### config.mk
export PLATFORM = sky130hd
export DESIGN_NAME = rcf_top
export DESIGN_NICKNAME = d
export VERILOG_FILES = /design/src/hw/rcf_pkg.sv /design/src/hw/rcf_top.sv
export SDC_FILE = /design/constraint.sdc
export NUM_CORES = 1
export LEC_CHECK = 0
export BUFFER_PORTS_ARGS = -buffer_cell sky130_fd_sc_hd__buf_4
export CAP_MARGIN = 25
export CORE_MARGIN = 1.5
export CORE_UTILIZATION = 45
export CTS_BUF_LIST = sky130_fd_sc_hd__clkbuf_4
export CTS_CLUSTER_DIAMETER = 200
export DETAILED_ROUTE_END_ITERATION = 6
export PLACE_DENSITY = 0.61
export SLEW_MARGIN = 10
export SYNTH_ARGS = -nofsm -noshare
export SYNTH_HDL_FRONTEND = slang
export SYNTH_SLANG_ARGS = --single-unit
### constraint.sdc
create_clock -name clk -period 5.4 [get_ports clk]
set_clock_uncertainty 0.05 [all_clocks]
set_input_delay 0.54 -clock clk [delete_from_list [all_inputs] [get_ports clk]]
set_output_delay 0.54 -clock clk [all_outputs]
set_load 0.05 [all_outputs]
### src/hw/rcf_pkg.sv
// What this block does
// Bit 0 of each timer's own enable register turns that timer on (start counting down) or off.
// The select field bits 5:4 give 00 off, and 01/10/11 drive the inverted sense from reference/sensor0/sensor1.
// At most one of the three oscillation networks is active at a time, as the select field picks.
// An enabled drive pin outputs the logical inverse of the sense input, closing the loop.
// A drive pin whose enable is off is left undriven (high impedance).
// While enabled, the fed-back sense clock decrements the value software preloaded into the counter; in stop mode 10 the timer0 base clock does.
// Stop mode bits 7:6 give 00 off, 01 timer2 underflow, 10 one sense cycle, 11 one timer2 clock cycle; reset is off.
// Timer0 alone is 8 bits; one chaining signal adds timer1 for 16 bits, a second adds timer2 for 24 bits in stop modes 00 and 10 only.
// The counter only counts while the internal count window is open.
// A stop signal marks the end of the measurement and halts further counting.
// In every stop mode the end of the measurement raises the timer0 interrupt when bit 2 of interrupt enable is set; mode 00 never stops and raises none.
// Software turns on the drive pin before the counter, then picks a stop mode and enables the timers.
// In stop mode 1 timer2 counts down on its falling clock edges once the window opens and stops at zero.
// In stop mode 2 the first sense falling edge opens the window, the second stops and gates the timer0 clock.
// In stop mode 3 the window between two timer2 clock falling edges enables the sense-clocked counter.
// After the stop the counter holds its final value for software to read back.
package rcf_pkg;
	// ------------------------------------------------------------
	// Register map
	// ------------------------------------------------------------
	localparam logic [7:0] ADDR_T0_DATA = 8'h00;
	localparam logic [7:0] ADDR_T0_CFG = 8'h01;
	localparam logic [7:0] ADDR_T0_ON = 8'h02;
	localparam logic [7:0] ADDR_T1_DATA = 8'h04;
	localparam logic [7:0] ADDR_T1_CFG = 8'h05;
	localparam logic [7:0] ADDR_T1_ON = 8'h06;
	localparam logic [7:0] ADDR_T2_DATA = 8'h08;
	localparam logic [7:0] ADDR_T2_CFG = 8'h09;
	localparam logic [7:0] ADDR_T2_ON = 8'h0a;
	localparam logic [7:0] ADDR_OSC_SEL = 8'h2f;
	localparam logic [7:0] ADDR_STATUS = 8'h3d;
	localparam logic [7:0] ADDR_IRQ_EN = 8'h3e;
	// ------------------------------------------------------------
	// Fields and reset values
	// ------------------------------------------------------------
	localparam int ON_BIT = 0;
	localparam int IE_T0_BIT = 2;
	localparam int OSEL_LO = 4;
	localparam int STOPM_LO = 6;
	localparam logic [7:0] CFG_RST = 8'h1e;
	localparam logic [7:0] ZERO8 = 8'h00;
	localparam logic [7:0] ONE8 = 8'h01;
	localparam logic [23:0] ONE24 = 24'h00_0001;
	localparam logic [23:0] MASK8 = 24'h00_00ff;
	localparam logic [23:0] MASK16 = 24'h00_ffff;
	localparam logic [7:0] DIV_ZERO = 8'h00;
	// ------------------------------------------------------------
	// Encodings
	// ------------------------------------------------------------
	typedef enum logic [1:0] {
		OSC_OFF = 2'b00,
		OSC_REF = 2'b01,
		OSC_S0 = 2'b10,
		OSC_S1 = 2'b11
	} rcf_osc_t;
	typedef enum logic [1:0] {
		STOPM_OFF = 2'b00,
		STOPM_T2_UNDER = 2'b01,
		STOPM_SENSE_CYC = 2'b10,
		STOPM_T2_CYC = 2'b11
	} rcf_stopm_t;
	typedef enum logic [1:0] {
		ST_IDLE = 2'b00,
		ST_ARMED = 2'b01,
		ST_COUNT = 2'b10,
		ST_DONE = 2'b11
	} rcf_state_t;
endpackage : rcf_pkg

### src/hw/rcf_top.sv
`timescale 1ns/1ns
`default_nettype none
module rcf_top #(
	parameter logic [7:0] T2_HALF = 8'h14,
	parameter logic [7:0] T0_DIV = 8'h02
) (
	// Clock and reset
	input wire logic clk,
	input wire logic rst_n,
	// Register port
	input wire logic [7:0] reg_addr,
	input wire logic [7:0] reg_wdata,
	input wire logic reg_wr,
	input wire logic reg_rd,
	output logic [7:0] reg_rdata,
	// Sense input pin
	input wire logic osc_sense_input,
	// Drive pins
	output logic reference_drive_pin_o,
	output logic reference_drive_pin_oe,
	output logic sensor0_drive_pin_o,
	output logic sensor0_drive_pin_oe,
	output logic sensor1_drive_pin_o,
	output logic sensor1_drive_pin_oe,
	// Status outputs
	output logic count_window_active,
	output logic count_stopped_flag,
	output logic timer0_irq
);
	// ------------------------------------------------------------
	// State
	// ------------------------------------------------------------
	typedef struct packed {
		logic sense_s1;
		logic sense_s2;
		logic sense_s3;
		rcf_pkg::rcf_state_t st;
		logic timer0_on;
		logic timer1_on;
		logic timer2_on;
		logic [7:0] timer0_clock_config;
		logic [7:0] timer1_cfg;
		logic [7:0] timer2_cfg;
		logic [1:0] osel;
		logic [7:0] irq_en;
		logic [23:0] cnt;
		logic stopped;
		logic irq;
		logic [7:0] rdata;
		logic drive;
		logic [7:0] t2div;
		logic t2clk;
		logic t2fall;
		logic [7:0] t0div;
		logic t0tick;
	} rcf_state_s_t;

	rcf_state_s_t cur_ff;
	rcf_state_s_t nxt_cur;

	// ------------------------------------------------------------
	// Helpers
	// ------------------------------------------------------------
	function automatic logic [23:0] rcf_dec(input logic [23:0] v, input logic e16,
		input logic e24);
		logic [23:0] d;
		d = v - rcf_pkg::ONE24;
		if (e24) begin
			rcf_dec = d;
		end else if (e16) begin
			rcf_dec = (v & ~rcf_pkg::MASK16) | (d & rcf_pkg::MASK16);
		end else begin
			rcf_dec = (v & ~rcf_pkg::MASK8) | (d & rcf_pkg::MASK8);
		end
	endfunction : rcf_dec

	logic sense_fall;
	logic chain_to_16_bits;
	logic chain_to_24_bits;
	logic timer0_count_clock;
	logic count_ev;
	logic stop_ev;
	logic open_ev;
	rcf_pkg::rcf_stopm_t stopm;

	always_comb begin
		stopm = rcf_pkg::rcf_stopm_t'(cur_ff.timer0_clock_config[rcf_pkg::STOPM_LO +: 2]);
		sense_fall = cur_ff.sense_s3 & ~cur_ff.sense_s2;
		chain_to_16_bits = cur_ff.timer0_on & cur_ff.timer1_on;
		chain_to_24_bits = chain_to_16_bits & cur_ff.timer2_on
			& (stopm == rcf_pkg::STOPM_SENSE_CYC || stopm == rcf_pkg::STOPM_OFF);
		// Timer0 clock is gated off once stopped
		timer0_count_clock = cur_ff.t0tick & (cur_ff.st == rcf_pkg::ST_COUNT);
		open_ev = 1'b0;
		count_ev = 1'b0;
		stop_ev = 1'b0;
		case (stopm)
			rcf_pkg::STOPM_OFF: begin
				open_ev = 1'b1;
				count_ev = sense_fall;
			end
			rcf_pkg::STOPM_T2_UNDER: begin
				open_ev = cur_ff.timer2_on & cur_ff.t2fall;
				count_ev = sense_fall;
				stop_ev = cur_ff.t2fall & (cur_ff.cnt[23:16] <= rcf_pkg::ONE8);
			end
			rcf_pkg::STOPM_SENSE_CYC: begin
				open_ev = sense_fall;
				count_ev = timer0_count_clock;
				stop_ev = sense_fall;
			end
			rcf_pkg::STOPM_T2_CYC: begin
				open_ev = cur_ff.t2fall;
				count_ev = sense_fall;
				stop_ev = cur_ff.t2fall;
			end
			default: begin
				open_ev = 1'b0;
			end
		endcase
	end

	// ------------------------------------------------------------
	// Next state
	// ------------------------------------------------------------
	always_comb begin
		nxt_cur = cur_ff;
		nxt_cur.irq = 1'b0;
		nxt_cur.t2fall = 1'b0;
		nxt_cur.t0tick = 1'b0;
		// Sense synchroniser
		nxt_cur.sense_s1 = osc_sense_input;
		nxt_cur.sense_s2 = cur_ff.sense_s1;
		nxt_cur.sense_s3 = cur_ff.sense_s2;
		// Loop closure: inverse of sense
		nxt_cur.drive = ~cur_ff.sense_s2;
		// Timer2 clock divider
		if (cur_ff.t2div == DIV_LAST(T2_HALF)) begin
			nxt_cur.t2div = rcf_pkg::DIV_ZERO;
			nxt_cur.t2clk = ~cur_ff.t2clk;
			nxt_cur.t2fall = cur_ff.t2clk;
		end else begin
			nxt_cur.t2div = cur_ff.t2div + rcf_pkg::ONE8;
		end
		// Timer0 base clock divider
		if (cur_ff.t0div == DIV_LAST(T0_DIV)) begin
			nxt_cur.t0div = rcf_pkg::DIV_ZERO;
			nxt_cur.t0tick = 1'b1;
		end else begin
			nxt_cur.t0div = cur_ff.t0div + rcf_pkg::ONE8;
		end
		// Measurement sequence
		case (cur_ff.st)
			rcf_pkg::ST_IDLE: begin
				if (cur_ff.timer0_on) begin
					nxt_cur.st = rcf_pkg::ST_ARMED;
				end
			end
			rcf_pkg::ST_ARMED: begin
				if (open_ev) begin
					nxt_cur.st = rcf_pkg::ST_COUNT;
				end
			end
			rcf_pkg::ST_COUNT: begin
				if (stop_ev) begin
					nxt_cur.st = rcf_pkg::ST_DONE;
					nxt_cur.stopped = 1'b1;
					nxt_cur.irq = cur_ff.irq_en[rcf_pkg::IE_T0_BIT];
					if (stopm == rcf_pkg::STOPM_T2_UNDER) begin
						nxt_cur.cnt[23:16] = rcf_pkg::ZERO8;
					end
				end else begin
					if (count_ev) begin
						nxt_cur.cnt = rcf_dec(cur_ff.cnt, chain_to_16_bits,
							chain_to_24_bits);
					end
					if (stopm == rcf_pkg::STOPM_T2_UNDER && cur_ff.t2fall) begin
						nxt_cur.cnt[23:16] = cur_ff.cnt[23:16] - rcf_pkg::ONE8;
					end
				end
			end
			rcf_pkg::ST_DONE: begin
				nxt_cur.st = rcf_pkg::ST_DONE;
			end
			default: begin
				nxt_cur.st = rcf_pkg::ST_IDLE;
			end
		endcase
		// Register writes
		if (reg_wr) begin
			case (reg_addr)
				rcf_pkg::ADDR_T0_DATA: nxt_cur.cnt[7:0] = reg_wdata;
				rcf_pkg::ADDR_T1_DATA: nxt_cur.cnt[15:8] = reg_wdata;
				rcf_pkg::ADDR_T2_DATA: nxt_cur.cnt[23:16] = reg_wdata;
				rcf_pkg::ADDR_T0_CFG: nxt_cur.timer0_clock_config = reg_wdata;
				rcf_pkg::ADDR_T1_CFG: nxt_cur.timer1_cfg = reg_wdata;
				rcf_pkg::ADDR_T2_CFG: nxt_cur.timer2_cfg = reg_wdata;
				rcf_pkg::ADDR_T0_ON: begin
					nxt_cur.timer0_on = reg_wdata[rcf_pkg::ON_BIT];
					if (~reg_wdata[rcf_pkg::ON_BIT]) begin
						nxt_cur.st = rcf_pkg::ST_IDLE;
					end else if (cur_ff.st == rcf_pkg::ST_DONE) begin
						nxt_cur.st = rcf_pkg::ST_IDLE;
					end
					// A stop in this same cycle still wins
					nxt_cur.stopped = nxt_cur.stopped & (cur_ff.st == rcf_pkg::ST_COUNT);
				end
				rcf_pkg::ADDR_T1_ON: nxt_cur.timer1_on = reg_wdata[rcf_pkg::ON_BIT];
				rcf_pkg::ADDR_T2_ON: nxt_cur.timer2_on = reg_wdata[rcf_pkg::ON_BIT];
				rcf_pkg::ADDR_OSC_SEL: nxt_cur.osel = reg_wdata[rcf_pkg::OSEL_LO +: 2];
				rcf_pkg::ADDR_IRQ_EN: nxt_cur.irq_en = reg_wdata;
				default: nxt_cur.osel = nxt_cur.osel;
			endcase
		end
		// Register reads, data one cycle later
		nxt_cur.rdata = rcf_pkg::ZERO8;
		if (reg_rd) begin
			case (reg_addr)
				rcf_pkg::ADDR_T0_DATA: nxt_cur.rdata = cur_ff.cnt[7:0];
				rcf_pkg::ADDR_T1_DATA: nxt_cur.rdata = cur_ff.cnt[15:8];
				rcf_pkg::ADDR_T2_DATA: nxt_cur.rdata = cur_ff.cnt[23:16];
				rcf_pkg::ADDR_T0_CFG: nxt_cur.rdata = cur_ff.timer0_clock_config;
				rcf_pkg::ADDR_T1_CFG: nxt_cur.rdata = cur_ff.timer1_cfg;
				rcf_pkg::ADDR_T2_CFG: nxt_cur.rdata = cur_ff.timer2_cfg;
				rcf_pkg::ADDR_T0_ON: nxt_cur.rdata = {7'h00, cur_ff.timer0_on};
				rcf_pkg::ADDR_T1_ON: nxt_cur.rdata = {7'h00, cur_ff.timer1_on};
				rcf_pkg::ADDR_T2_ON: nxt_cur.rdata = {7'h00, cur_ff.timer2_on};
				rcf_pkg::ADDR_OSC_SEL: nxt_cur.rdata = {2'h0, cur_ff.osel, 4'h0};
				rcf_pkg::ADDR_IRQ_EN: nxt_cur.rdata = cur_ff.irq_en;
				rcf_pkg::ADDR_STATUS: nxt_cur.rdata = {5'h00, cur_ff.st, cur_ff.stopped};
				default: nxt_cur.rdata = rcf_pkg::ZERO8;
			endcase
		end
	end

	function automatic logic [7:0] DIV_LAST(input logic [7:0] n);
		DIV_LAST = (n == rcf_pkg::DIV_ZERO) ? rcf_pkg::DIV_ZERO : n - rcf_pkg::ONE8;
	endfunction : DIV_LAST

	// ------------------------------------------------------------
	// Registers
	// ------------------------------------------------------------
	always_ff @(posedge clk or negedge rst_n) begin
		if (!rst_n) begin
			cur_ff <= '0;
			cur_ff.st <= rcf_pkg::ST_IDLE;
			cur_ff.timer0_clock_config <= rcf_pkg::CFG_RST;
			cur_ff.timer1_cfg <= rcf_pkg::CFG_RST;
			cur_ff.timer2_cfg <= rcf_pkg::CFG_RST;
		end else begin
			cur_ff <= nxt_cur;
		end
	end

	// ------------------------------------------------------------
	// Outputs
	// ------------------------------------------------------------
	assign reg_rdata = cur_ff.rdata;
	assign reference_drive_pin_o = cur_ff.drive;
	assign sensor0_drive_pin_o = cur_ff.drive;
	assign sensor1_drive_pin_o = cur_ff.drive;
	// One-hot decode leaves all others undriven
	assign reference_drive_pin_oe = (cur_ff.osel == rcf_pkg::OSC_REF);
	assign sensor0_drive_pin_oe = (cur_ff.osel == rcf_pkg::OSC_S0);
	assign sensor1_drive_pin_oe = (cur_ff.osel == rcf_pkg::OSC_S1);
	assign count_window_active = (cur_ff.st == rcf_pkg::ST_COUNT);
	assign count_stopped_flag = cur_ff.stopped;
	assign timer0_irq = cur_ff.irq;
endmodule : rcf_top
`default_nettype wire

==> out/results.txt <==
Mapped Cells: 481
I/O pin cnt: 38
Setup crit end kind: register
Die extent in y: 108.6 µm
Crit path buf inv count: 1
CTS Hold Buffers Added: 1
Tmin final: 2.750 ns
Top-area cell type share of the netlist area: 41.90%
Commonest non-fill, non-tap cell in the layout: dfrtp_1
DRT iter0 DRCs: 180
GPL Wtd Cong: 0.8962
CP cell instances: inv_1 > ha_1 > o21ba_2 > and4_1 > nor3b_2 > and4bb_1 > xnor2_1 > a21oi_1
WL/cell: 18.15 µm
All-layer global routing usage: 21.72%
Max-slew violation count: 0
YS warnings: 0
Worst-path fanout max: 14
Critical path arrival: 3.05 ns
H-tree level count: 3
Status: completed
Synth Net Count: 508
Fin Setup TNS: 0 ns
Die footprint: 0.01179 mm²
Vias in the first global route: 3,620
Post-synth EDFFs: 0
Worst VDD drop: 138.4 µV
Largest net degree at the start of global routing: 73
Synth area leader: dfrtp_1
Clk slew on worst S/H paths: 0.15 ns
First-pass GRT wire length: 19,020 µm
Period utilization: 50.92%
Fin cells: 653
Hold WS: 0.1131 ns
Area grow syn2layout: 9.127%
Worst-skew pair later-pin latency: 0.48 ns
Maxcap violations: 0
Root buffer cell: clkbuf_4
Pre-CTS setup slack: 2.646 ns
Cell family with most CP delay: simple AND/OR/NAND/NOR gates
Number of port buffers: 37
FILL cells: 994
Pre-antenna DRT Iters: 5
Internal reg-to-reg setup slack: 2.65 ns
Post-synthesis register bit count: 96
Hpwl dp: 8494 µm
Clk buf depth: 2
Final worst slack: 2.650 ns
Post-CTS setup buffers: 0
Routed WL: 11,850 µm
CTS sink count: 96
Leakage: 2.266 nW
Overall Power: 0.001442 W
Core area: 0.01084 mm²
Die X: 108.6 µm
Crit-path max cell delay: 0.74 ns
Fmax: 0.3637 GHz
Top cells by area, synth: dfrtp_1 (42%), dfstp_2 (6.3%), mux2_2 (5.2%)
Netlist cell types: 64
# nets final: 535
Placed Cells: 636
Startpoint types: register
FP Rows: 38
Via density: 5.747
Syn avg cell area: 10.43 µm²
RSZ-0062 raised after global routing: no
Endpoints failing setup: 0
Post-Syn Area: 0.005017 mm²
Post-synth ARST share: 100.0%
Cts repair resizes: 0
DRT antenna net count: 0
Vias: 3,753
Layout cells sized above 1: 21.05%
Seq/Total Area, Yosys: 48.18%
TritonCTS clock tree: done
DRC Markers: 0
PwrDens: 263.3 mW/mm²
Primary FF master, synth: dfrtp_1
Initial Utilization: 46.28%
Initial antenna violation count: 0
HP Class: in -> reg
Remaining global-route overflow: 0
TritonCTS Buffers: 9
Commonest non-fill, non-tap cells in the layout: dfrtp_1 (84), nor2_1 (44), nand2_1 (40)
Sequential cell area: 0.002417 mm²
Crit path kind: reg -> reg
Number of diodes: 0
CP max stage cell: nor3b_2
Worst slew margin relative to its limit: 38.34%
Slew @ Worst Pin: 0.9250 ns
Critical Path RT: 5.71 ns
Multi-input gate area: 0.002426 mm²
Final hold violation count: 0
[Yosys cell counts (all sizes together), types with 2 or more instances]
cell type,number
nand2,40
and3b,2
mux2i,9
xnor2,17
a22oi,14
and3,11
nand3,22
buf,15
mux2,40
and4bb,2
a222oi,4
nand3b,3
and2b,2
or4b,2
a211oi,2
clkbuf,9
a32o,2
inv,8
dfstp,12
a31oi,6
a21boi,2
nor2b,7
and2,2
nand2b,5
ha,6
dfrtp,84
o21ai,17
nor3b,2
and4,2
nor3,12
nand4,7
nand4b,2
o22ai,4
xor2,14
nor4,5
nor2,44
a21oi,34
[layer usage]
metal | wire [µm] | GRT usage (%) | up-vias | share of wire (%)
met5 | 0 | 0 | - | 0
met3 | 536 | 4.340 | 23 | 4.5
met4 | 280 | 9.023 | 0 | 2.4
li1 | - | - | 1782 | -
met1 | 5413 | 28.70 | 1851 | 46
met2 | 5622 | 34.77 | 97 | 47
[power by group]
part	internal [W]	switching, W	leakage, nW
clock	0.0000989	0.000260	0.0605
combinational	0.000103	0.000154	1.04
sequential	0.000768	0.0000569	1.16
[per-stage QoR]
stage	util (%)	cell area, µm²
floorplan	-	5017
global placement	49.27	5341
detailed placement	49.27	5341
CTS	50.51	5475
global route	50.51	5475
finish	50.51	5475
[path summary, 6_finish.rpt]
kind,startpoint,end,cells after the start
worst max-delay path,cur_ff[46]$_DFF_PN0_,cur_ff[42]$_DFF_PN0_,8
worst min-delay path,osc_sense_input,cur_ff[95]$_DFF_PN0_,1
worst max register to register,cur_ff[46]$_DFF_PN0_,cur_ff[42]$_DFF_PN0_,8
worst min register to register,cur_ff[95]$_DFF_PN0_,cur_ff[94]$_DFF_PN0_,0
max in group asynchronous,rst_n,cur_ff[37]$_DFF_PN0_,3
min in group asynchronous,rst_n,cur_ff[55]$_DFFE_PN0P_,2
[layout make-up]
class / instances / area share, %
inverters: 8 / 0.5484
repair buffers: 40 / 5.530
multi-input cells: 353 / 44.31
flip-flops and latches: 96 / 44.15
well taps: 140 / 3.199
clock buffers: 9 / 1.234
clock inverters: 7 / 1.028
[worst reg2reg max path: stages (launching register included)]
cell and delay [ns]:
dfrtp_1 0.48, inv_1 0.13, ha_1 0.28, o21ba_2 0.22, and4_1 0.24, nor3b_2 0.74
and4bb_1 0.31, xnor2_1 0.12, a21oi_1 0.08
[kinds of logic after synthesis]
family          share of synthesized area [%]
compound gates                          11.92
mux                                     10.77
buf+inv                                 3.466
fa+ha+maj                               1.496
flops                                   48.18
xor+xnor                                5.411
simple gates                            18.75
[state kept, by name, summed over array words and instances (netlist names)]
name / count
cur_ff: 85
count_stopped_flag: 1
timer0_irq: 1
reference_drive_pin_o: 1
reg_rdata: 8
Power figures use the tool's default switching activity.
